===== src/logic/maint_port_regs.vh =====
// Constants for the maintenance port owner and status encoder
`ifndef MAINT_PORT_REGS_VH
`define MAINT_PORT_REGS_VH

// Payload layout
`define MP_PAYLOAD_BYTES   4'h8
`define MP_MSG_TYPE        8'h02
`define MP_RSVD_BYTE       8'h00
`define MP_OPC_PORT_CTRL   8'hff
`define MP_OPND_REARM      8'h00
`define MP_OPND_RELEASE    8'h01
`define MP_UDP_PORT        16'h1e5f

// Port states
`define MP_ST_OPEN         2'h0
`define MP_ST_OWNED        2'h1
`define MP_ST_CLOSED       2'h2

// Command pipeline states
`define MP_PS_IDLE         2'h0
`define MP_PS_LOOK         2'h1
`define MP_PS_REPLY        2'h2

// General status codes
`define MP_GS_SUCCESS      8'h00
`define MP_GS_RESOURCE     8'h02
`define MP_GS_BAD_PARAM_OLD 8'h03
`define MP_GS_PATH_SEG     8'h04
`define MP_GS_PATH_DEST    8'h05
`define MP_GS_PARTIAL      8'h06
`define MP_GS_CONN_LOST    8'h07
`define MP_GS_NO_SERVICE   8'h08
`define MP_GS_NOT_SETTABLE 8'h0e
`define MP_GS_PRIVILEGE    8'h0f
`define MP_GS_DEV_STATE    8'h10
`define MP_GS_REPLY_LARGE  8'h11
`define MP_GS_FRAGMENT     8'h12
`define MP_GS_TOO_LITTLE   8'h13
`define MP_GS_NO_ATTR      8'h14
`define MP_GS_TOO_MUCH     8'h15
`define MP_GS_NO_OBJECT    8'h16
`define MP_GS_BAD_PARAM    8'h20

// Fault input bit positions, highest priority first after length and format checks
`define MP_F_PATH_SEG      0
`define MP_F_PATH_DEST     1
`define MP_F_NO_OBJECT     2
`define MP_F_PRIVILEGE     3
`define MP_F_DEV_STATE     4
`define MP_F_RESOURCE      5
`define MP_F_NO_ATTR       6
`define MP_F_REPLY_LARGE   7
`define MP_F_FRAGMENT      8
`define MP_F_PARTIAL       9
`define MP_F_CONN_LOST     10
`define MP_F_COUNT         11

// Service table entry bits
`define MP_T_SUPPORTED     0
`define MP_T_SETTABLE      1
`define MP_T_WIDTH         2

`endif


===== src/logic/maint_port_owner.v =====
// Maintenance port ownership and general status encoding for commands
`include "maint_port_regs.vh"

// Behaviour
// - Owner session persists until reset or explicit release command.
// - Port-control opcode with operand one closes port, dropping owner.
// - Closed port accepts no host until operand zero re-arms it.
// - At most one host owns the maintenance connection at once.
// - Reply echoes bytes 0-3, status MSB/LSB in 4-5, zeros 6-7.
// - Successful service reports status 00.
// - Bad parameter reports 20, never the older 03.
// - Unknown path segment stops processing, reports 04.
// - Unknown class, instance or element stops processing, reports 05.
// - Unimplemented or undefined service reports 08.
// - Modifying a non-modifiable attribute reports 0E.
// - Reply larger than response space reports 11.
// - Too few data bytes reports 13, too many reports 15.
// - Unsupported attribute reports 14, missing object reports 16.
// - Device mode or state forbidding service reports 10.
// - Failed permission or privilege check reports 0F.
// - Partial data transfer reports 06, lost connection reports 07.
// - Unavailable resources report 02.
// - Splitting a primitive data value reports 12.
// - Extended status is reserved; reply carries none.
module maint_port_owner #(
  parameter HOST_W = 32,
  parameter LEN_W  = 8
) (
  input  wire                  i_clk,
  input  wire                  i_rst_n,
  // Command in
  input  wire                  i_cmd_valid,
  output wire                  o_cmd_ready,
  input  wire [63:0]           i_cmd_data,
  input  wire [LEN_W-1:0]      i_cmd_len,
  input  wire                  i_cmd_modify,
  input  wire [`MP_F_COUNT-1:0] i_cmd_fault,
  // Response out
  output reg                   o_rsp_valid,
  output reg  [63:0]           o_rsp_data,
  // Connection attempts on the maintenance port
  input  wire                  i_conn_req,
  input  wire [HOST_W-1:0]     i_conn_host,
  output wire                  o_conn_grant,
  output wire                  o_conn_refuse,
  // Port state towards the datagram stack
  output reg                   o_port_reset,
  output wire                  o_port_open,
  output reg                   o_owner_valid,
  output reg  [HOST_W-1:0]     o_owner_host,
  output wire [15:0]           o_port_num,
  // Service table load
  input  wire                  i_tbl_wr,
  input  wire [7:0]            i_tbl_opcode,
  input  wire [`MP_T_WIDTH-1:0] i_tbl_data
);

  localparam [1:0] ST_OPEN   = `MP_ST_OPEN;
  localparam [1:0] ST_OWNED  = `MP_ST_OWNED;
  localparam [1:0] ST_CLOSED = `MP_ST_CLOSED;
  localparam [1:0] PS_IDLE   = `MP_PS_IDLE;
  localparam [1:0] PS_LOOK   = `MP_PS_LOOK;
  localparam [1:0] PS_REPLY  = `MP_PS_REPLY;
  localparam [LEN_W-1:0] FULL_LEN = {{(LEN_W-4){1'b0}}, `MP_PAYLOAD_BYTES};

  reg  [1:0]              port_st_r;
  reg  [1:0]              port_st_nxt;
  reg  [1:0]              ps_r;
  reg  [1:0]              ps_nxt;
  reg  [63:0]             cmd_r;
  reg  [LEN_W-1:0]        len_r;
  reg                     modify_r;
  reg  [`MP_F_COUNT-1:0]  fault_r;
  reg  [7:0]              status_nxt;
  reg                     apply_nxt;
  reg  [HOST_W-1:0]       owner_nxt;
  reg                     owner_v_nxt;
  wire [`MP_T_WIDTH-1:0]  tbl_q;
  wire [7:0]              rsvd_b;
  wire [7:0]              type_b;
  wire [7:0]              opc_b;
  wire [7:0]              opnd_b;
  wire [31:0]             tail_b;
  wire                    is_port_ctrl;
  wire                    ctrl_fire;
  wire                    same_host;
  wire [7:0]              fault_code [0:`MP_F_COUNT-1];

  // Payload byte 0 is the first byte on the wire, held in the top lane
  assign rsvd_b = cmd_r[63:56];
  assign type_b = cmd_r[55:48];
  assign opc_b  = cmd_r[47:40];
  assign opnd_b = cmd_r[39:32];
  assign tail_b = cmd_r[31:0];

  assign is_port_ctrl = (opc_b == `MP_OPC_PORT_CTRL);
  assign o_cmd_ready  = (ps_r == PS_IDLE);
  assign o_port_open  = (port_st_r != ST_CLOSED);
  assign o_port_num   = `MP_UDP_PORT;

  svc_table_mem #(
    .AW (8),
    .DW (`MP_T_WIDTH)
  ) u_tbl (
    .i_clk     (i_clk),
    .i_wr_en   (i_tbl_wr),
    .i_wr_addr (i_tbl_opcode),
    .i_wr_data (i_tbl_data),
    .i_rd_addr (i_cmd_data[47:40]),
    .o_rd_data (tbl_q)
  );

  // Code per fault input, in the same order as the priority scan
  // path segment
  assign fault_code[`MP_F_PATH_SEG]    = `MP_GS_PATH_SEG;
  assign fault_code[`MP_F_PATH_DEST]   = `MP_GS_PATH_DEST;
  assign fault_code[`MP_F_NO_OBJECT]   = `MP_GS_NO_OBJECT;
  assign fault_code[`MP_F_PRIVILEGE]   = `MP_GS_PRIVILEGE;
  assign fault_code[`MP_F_DEV_STATE]   = `MP_GS_DEV_STATE;
  assign fault_code[`MP_F_RESOURCE]    = `MP_GS_RESOURCE;
  assign fault_code[`MP_F_NO_ATTR]     = `MP_GS_NO_ATTR;
  assign fault_code[`MP_F_REPLY_LARGE] = `MP_GS_REPLY_LARGE;
  assign fault_code[`MP_F_FRAGMENT]    = `MP_GS_FRAGMENT;
  assign fault_code[`MP_F_PARTIAL]     = `MP_GS_PARTIAL;
  assign fault_code[`MP_F_CONN_LOST]   = `MP_GS_CONN_LOST;

  // Status selection: length, format, fault inputs, then service checks
  always @* begin : status_sel
    integer k;
    reg     hit;
    k          = 0;
    status_nxt = `MP_GS_SUCCESS;
    hit        = 1'b0;
    if (len_r < FULL_LEN) begin
      status_nxt = `MP_GS_TOO_LITTLE;
      hit        = 1'b1;
    end else if (len_r > FULL_LEN) begin
      status_nxt = `MP_GS_TOO_MUCH;
      hit        = 1'b1;
    end else if (rsvd_b != `MP_RSVD_BYTE || type_b != `MP_MSG_TYPE ||
                 tail_b != 32'h0000_0000) begin
      status_nxt = `MP_GS_BAD_PARAM;
      hit        = 1'b1;
    end
    // first listed fault stops the scan
    for (k = 0; k < `MP_F_COUNT; k = k + 1) begin
      if (!hit && fault_r[k]) begin
        status_nxt = fault_code[k];
        hit        = 1'b1;
      end
    end
    if (!hit) begin
      if (is_port_ctrl) begin
        if (opnd_b != `MP_OPND_REARM && opnd_b != `MP_OPND_RELEASE) begin
          status_nxt = `MP_GS_BAD_PARAM;
        end
      end else if (!tbl_q[`MP_T_SUPPORTED]) begin
        status_nxt = `MP_GS_NO_SERVICE;
      end else if (modify_r && !tbl_q[`MP_T_SETTABLE]) begin
        status_nxt = `MP_GS_NOT_SETTABLE;
      end
    end
  end

  // Port control only takes effect when the whole command succeeds
  always @* begin
    apply_nxt = (ps_r == PS_LOOK) && is_port_ctrl &&
                (status_nxt == `MP_GS_SUCCESS);
  end

  assign ctrl_fire = apply_nxt;
  assign same_host = o_owner_valid && (i_conn_host == o_owner_host);

  // refuse others while owned or closed
  assign o_conn_grant  = i_conn_req && !ctrl_fire &&
                         ((port_st_r == ST_OPEN) ||
                          (port_st_r == ST_OWNED && same_host));
  assign o_conn_refuse = i_conn_req && !o_conn_grant;

  // Ownership state
  always @* begin
    port_st_nxt = port_st_r;
    owner_nxt   = o_owner_host;
    owner_v_nxt = o_owner_valid;
    case (port_st_r)
      ST_OPEN: begin
        // first connecting host becomes sole owner
        if (o_conn_grant) begin
          port_st_nxt = ST_OWNED;
          owner_nxt   = i_conn_host;
          owner_v_nxt = 1'b1;
        end
      end
      ST_OWNED: begin
        // session kept; reconnects from owner change nothing
        port_st_nxt = ST_OWNED;
      end
      ST_CLOSED: begin
        port_st_nxt = ST_CLOSED;
      end
      default: begin
        port_st_nxt = ST_CLOSED;
        owner_v_nxt = 1'b0;
      end
    endcase
    if (ctrl_fire) begin
      if (opnd_b == `MP_OPND_RELEASE) begin
        // release drops the owner and closes the port
        port_st_nxt = ST_CLOSED;
        owner_v_nxt = 1'b0;
        owner_nxt   = {HOST_W{1'b0}};
      end else if (port_st_r == ST_CLOSED) begin
        // re-arm opens for the next host
        port_st_nxt = ST_OPEN;
      end
    end
  end

  // Command pipeline
  always @* begin
    ps_nxt = ps_r;
    case (ps_r)
      PS_IDLE: begin
        if (i_cmd_valid) begin
          ps_nxt = PS_LOOK;
        end
      end
      PS_LOOK: begin
        ps_nxt = PS_REPLY;
      end
      PS_REPLY: begin
        ps_nxt = PS_IDLE;
      end
      default: begin
        ps_nxt = PS_IDLE;
      end
    endcase
  end

  always @(posedge i_clk) begin
    if (!i_rst_n) begin
      // power-up leaves the port open for a first host
      port_st_r     <= ST_OPEN;
      ps_r          <= PS_IDLE;
      cmd_r         <= 64'h0000_0000_0000_0000;
      len_r         <= {LEN_W{1'b0}};
      modify_r      <= 1'b0;
      fault_r       <= {`MP_F_COUNT{1'b0}};
      o_owner_host  <= {HOST_W{1'b0}};
      o_owner_valid <= 1'b0;
      o_port_reset  <= 1'b0;
      o_rsp_valid   <= 1'b0;
      o_rsp_data    <= 64'h0000_0000_0000_0000;
    end else begin
      port_st_r     <= port_st_nxt;
      ps_r          <= ps_nxt;
      o_owner_host  <= owner_nxt;
      o_owner_valid <= owner_v_nxt;
      // Pulse lets the datagram stack flush the socket
      o_port_reset  <= ctrl_fire && (opnd_b == `MP_OPND_RELEASE);
      o_rsp_valid   <= (ps_r == PS_LOOK);
      if (ps_r == PS_IDLE && i_cmd_valid) begin
        cmd_r    <= i_cmd_data;
        len_r    <= i_cmd_len;
        modify_r <= i_cmd_modify;
        fault_r  <= i_cmd_fault;
      end
      if (ps_r == PS_LOOK) begin
        // echo header, status in bytes 4 and 5
        // success is a zero status word
        // extended status left reserved as zero
        o_rsp_data <= {cmd_r[63:32], 8'h00, status_nxt, 16'h0000};
      end
    end
  end

endmodule // maint_port_owner


===== src/logic/svc_table_mem.v =====
// Per-opcode service table with registered read data
module svc_table_mem #(
  parameter AW = 8,
  parameter DW = 2
) (
  input  wire          i_clk,
  input  wire          i_wr_en,
  input  wire [AW-1:0] i_wr_addr,
  input  wire [DW-1:0] i_wr_data,
  input  wire [AW-1:0] i_rd_addr,
  output reg  [DW-1:0] o_rd_data
);

  reg [DW-1:0] mem_r [0:(1<<AW)-1];

  // No reset on the array: firmware loads it before use
  always @(posedge i_clk) begin
    if (i_wr_en) begin
      mem_r[i_wr_addr] <= i_wr_data;
    end
    o_rd_data <= mem_r[i_rd_addr];
  end

endmodule // svc_table_mem

===== config.mk =====
export PLATFORM = sky130hd
export DESIGN_NAME = maint_port_owner
export DESIGN_NICKNAME = d
export VERILOG_FILES = /design/src/logic/maint_port_owner.v /design/src/logic/svc_table_mem.v
export VERILOG_INCLUDE_DIRS = /design/src /design/src/logic
export SDC_FILE = /design/constraint.sdc
export NUM_CORES = 1
export LEC_CHECK = 0
export BUFFER_PORTS_ARGS = -buffer_cell sky130_fd_sc_hd__buf_2
export CAP_MARGIN = 10
export CORE_ASPECT_RATIO = 1.4
export CORE_MARGIN = 2
export CORE_UTILIZATION = 59
export DETAILED_ROUTE_END_ITERATION = 10
export MAX_ROUTING_LAYER = met4
export PLACE_DENSITY = 0.75
export SETUP_SLACK_MARGIN = 0.15
export SYNTH_ARGS = -nofsm -noshare
export SYNTH_HDL_FRONTEND = slang
export SYNTH_SLANG_ARGS = --single-unit

===== constraint.sdc =====
create_clock -name i_clk -period 3.75 [get_ports i_clk]
set_clock_uncertainty 0.2 [all_clocks]
set_input_delay 0.75 -clock i_clk [delete_from_list [all_inputs] [get_ports i_clk]]
set_output_delay 0.75 -clock i_clk [all_outputs]
set_load 0.005 [all_outputs]

==> results.md <==
Run status:
- The flow ran to the end, and the final reports show no timing, DRC or antenna violations.

Job:
- The number of max-cap violations is 0.

Global route:
- The fraction of met1 tracks used by global routing is 32.5%.
- The global-route wire length before repair is 103,000 µm.
- After global routing, the most crowded layer is met2.
- The number of global-route vias before repair is 18,354.
- For this run the aggregate overflow at the end of global routing stands at 0.
- The total global routing track utilization is 27.9%.
- Entering global routing, the biggest net connects 113 pins.
- The number of antenna violations at the first check in global routing came to 3.
- Global routing used 48.1% of the available met2 tracks.
- The global-route track usage on met3 is 4.40%.

Critical path:
- The worst setup path is launched from a flop.
- For this run, the slowest stage of the critical path takes 370 ps.
- The cell class contributing the biggest share of worst-path delay is simple AND/OR/NAND/NOR gates.
- In this run the worst path has a maximum fanout of 5.
- The critical path endpoint category is an output port.
- The endpoint arrival time on the critical path is 2610 ps.
- The endpoint required time on the critical path is ~2800 ps.
- The worst path buffer plus inverter count is 2.
- The critical path is of the flop to output port type.
- Walking the worst path, the cells encountered are nor3_2 -> nand4_1 -> a311oi_4 -> nor4_2 -> buf_4 -> a21oi_2 -> and2_1 -> buf_2.
- The slowest cell on the critical path is sky130_fd_sc_hd__a311oi_4.

Drt:
- The final layout contains routed wiring with a total length of a little under 70,000 µm.
- The post-detailed-route count of antenna-violating nets is 0.
- Before antenna repair, the detailed router went through 6 iterations.
- Dividing the detail-routed wire length by the instance count gives 23.0 µm.
- The initial detailed-routing violation count is 1,523.
- The number of vias after detailed routing is 17,953.
- The via-per-instance ratio is 6.11.
- For this run, design rule violations remaining after detail routing come to 0.

Place:
- The post-detailed-placement half-perimeter wirelength is 44,100 µm.
- The last weighted congestion value of the routability-driven placer is approximately 0.94.
- The standard cell area after detailed placement is about 30,000 µm².
- The count of buffers from port buffering is just over 200.

Clock network:
- The total of hold buffers inserted after clock tree synthesis is 0.
- The number of sinks handled by clock tree synthesis is slightly below 700.
- The maximum buffer depth of the clock tree is 3.
- The buffer type at the clock tree root is sky130_fd_sc_hd__clkbuf_16.
- The H-tree was split into 2 levels.
- The clock edge transition at the registers on the reported setup and hold paths is 70 ps.
- Clock tree synthesis inserted a total of 60 buffers.
- TritonCTS built the clock tree.
- Clock latency on the worst-skew pair, taken at its later pin, is ~640 ps.

Floorplanning:
- The total core area is between 40,000 and 50,000 µm².
- The initial core utilization is between 50% and 60%.
- The initialized floorplan defines 95 standard-cell rows.
- The number of top-level pins is 250.
- In this run the vertical extent of the chip is approximately 260 µm.
- The area of the die is between 40,000 and 50,000 µm².
- In this run the horizontal extent of the chip is 189 µm.

STA:
- The worst pin sits at a relative slew slack of 36.8%.
- The final critical path takes up roughly 95% of the cycle.
- The summed negative setup slack over all endpoints is 0 ps.
- The final count of pins violating max slew is 0.
- The upper clock frequency limit is 281 MHz.
- Setup violations remaining at the end of the flow were counted as 0.
- The time the final worst path needs with I/O delays and setup is 3560 ps.
- The count of endpoints failing hold in the final timing report came to 0.
- For the pin with the worst max-slew slack, the measured transition is 948 ps.
- Setup repair after global routing could not meet its margin everywhere.
- The worst hold margin is 158 ps.

Cells and area:
- The most frequent standard cell in the layout excluding fill and tap cells is sky130_fd_sc_hd__edfxtp_1.
- Leaving out fill and tap cells, the most frequent cells in the layout are sky130_fd_sc_hd__edfxtp_1, sky130_fd_sc_hd__nor2_1, sky130_fd_sc_hd__nand2_1.
- Relative to the synthesized area, the layout overhead comes to 13.4%.
- The count of nets after finishing is around 2,400.
- Cells with a size suffix above 1 make up 22.7% of the layout.
- Summing all non-filler instances in the final layout gives an area of 32,200 µm².

Synthesis:
- The cell count after synthesis came out at 2,072.
- The area fraction of the dominant cell type after synthesis is 54.2%.
- The share of flip-flops with an asynchronous set or reset is 0%.
- The most used flip-flop cell after synthesis is sky130_fd_sc_hd__edfxtp_1.
- The count of warnings emitted by yosys is 0.
- The sequential fraction of the synthesis area is approximately 66%.
- The number of flops mapped to enable cells by yosys is ~510.
- The cell area that synthesis handed to floorplanning was 28,400 µm².
- Synthesis instantiated 60 different standard cells from the library.
- By area the synthesized netlist is led by sky130_fd_sc_hd__edfxtp_1, sky130_fd_sc_hd__dfxtp_1, sky130_fd_sc_hd__mux4_2, sky130_fd_sc_hd__nor2_1, sky130_fd_sc_hd__nand2_1.
- After synthesis the netlist holds a flip-flop and latch count of 675.
- The mean cell area of the mapped netlist is between 10 and 15 µm².
- The cell taking the most area after synthesis is sky130_fd_sc_hd__edfxtp_1.

Pwr:
- In this run switching power makes up a little under a quarter of total power.
- The maximum VDD drop is approximately 0.44 mV.
- In this run the static leakage power is 0.0106 µW.
- In this run, the clock network consumes between 30% and 40% of the power.
- The internal power summed over all cells is between 10,000 and 15,000 µW.
- Per report_power, the sequential group accounts for 53.0% of the total.
- The total power density per cell area is 485 nW/µm².
- The portion of total power attributed to combinational logic is 8.5%.
- For this design the total switching power over the nets is between 3000 and 4000 µW.

Worst hold path:
- The tightest min-delay check is of the input port to flop type.
## power by group through the flow
| stage | sequential [µW] | combinational (µW) | clock (µW) |
|---|---|---|---|
| 2_1_floorplan | 8410 | 818 | 0 |
| 3_3_place_gp | 8420 | 1260 | 0 |
| 3_5_place_dp | 8430 | 1290 | 0 |
| 4_1_cts | 8270 | 1310 | 6090 |
| 5_1_grt | 8280 | 1440 | 6330 |
| 6_report | 8270 | 1330 | 6000 |
## worst register-to-register path: cells and delay by family, from the launching register on
kind / cells / cell delay [ps]
AO/OA/AOI/OAI: 2 / 320
flip-flops: 1 / 330
buffers and inverters: 2 / 630
AND/OR/NAND/NOR: 3 / 1650
multiplexers: 1 / 120
## area by class of cell
cell class / instances / area [µm²]
repair buffers: 279 / 1780
fillers: 3358 / 15600
flip-flops and latches: 675 / 18600
well taps: 630 / 788
diodes: 6 / 15.0
clock inverters: 39 / 350
multi-input cells: 1237 / 9050
inverters: 5 / 18.8
clock buffers: 69 / 1550
## cells in the mapped netlist (all sizes together) (3+ instances only)
master,number
edfxtp,512
nor2,280
nand2,263
dfxtp,163
mux4,128
clkbuf,126
a21boi,118
buf,69
o211ai,65
a22oi,64
a21oi,38
mux2i,32
xnor2,32
nor4,30
nand3,27
nand4,23
nor2b,15
nand2b,9
nor3,8
and2,6
inv,5
o21ai,5
or2,5
ha,4
or3,4
a211oi,3
nor4b,3
o21bai,3
or4,3
## logic make-up after synthesis
kind of cell	synth area share, %
AOI/OAI and AO/OA	8.06
buffers and inverters	3.43
DFF	65.7
other	0.0265
muxes	11.3
and+or+nand+nor	10.4
adders and majority gates	0.176
xor gates and xnor gates	0.987
## sequential cells by signal, indices dropped and copies added, names as in the netlist
| register | cells |
|---|---|
| cmd_r | 64 |
| fault_r | 11 |
| len_r | 8 |
| modify_r | 1 |
| o_owner_host | 32 |
| o_owner_valid | 1 |
| o_port_reset | 1 |
| o_rsp_data | 38 |
| o_rsp_valid | 1 |
| port_st_r | 2 |
| ps_r | 2 |
| u_tbl.mem_r | 512 |
| u_tbl.o_rd_data | 2 |
## final timing paths
check / startpoint / to / slack (ps) / cells after the start
min: i_cmd_data[55] / cmd_r[55] / 160 / 3
min reg2reg: o_rsp_data[52] / o_rsp_data[52] / 260 / 2
max reg2reg: cmd_r[36] / o_owner_host[6] / 380 / 8
max: fault_r[2] / o_conn_grant / 190 / 8
## stage by stage
stage	setup slack (ps)	utilization (%)	std cells	power, µW
detailed placement	243	63.0	2815	9710
global route	88.4	67.3	2937	16100
CTS	131	67.2	2929	15700
global placement	296	63.0	2815	9680
floorplan	784	-	2112	9230
finish	186	67.3	2940	15600
## layer usage
layer | vias up | routed length [µm]
met5 | - | 0
met4 | 0 | 2670
met3 | 172 | 4950
met2 | 819 | 35800
met1 | 8928 | 24400
li1 | 8034 | -
## timing repair
item / CTS / global route
endpoints found under the setup margin: 2 / 2
gates cloned: 0 / 0
resized for setup: 10 / 7
pin swaps: 5 / 3
buffers inserted: 6 / 5
No activity file was read; power rests on OpenSTA's default activity.
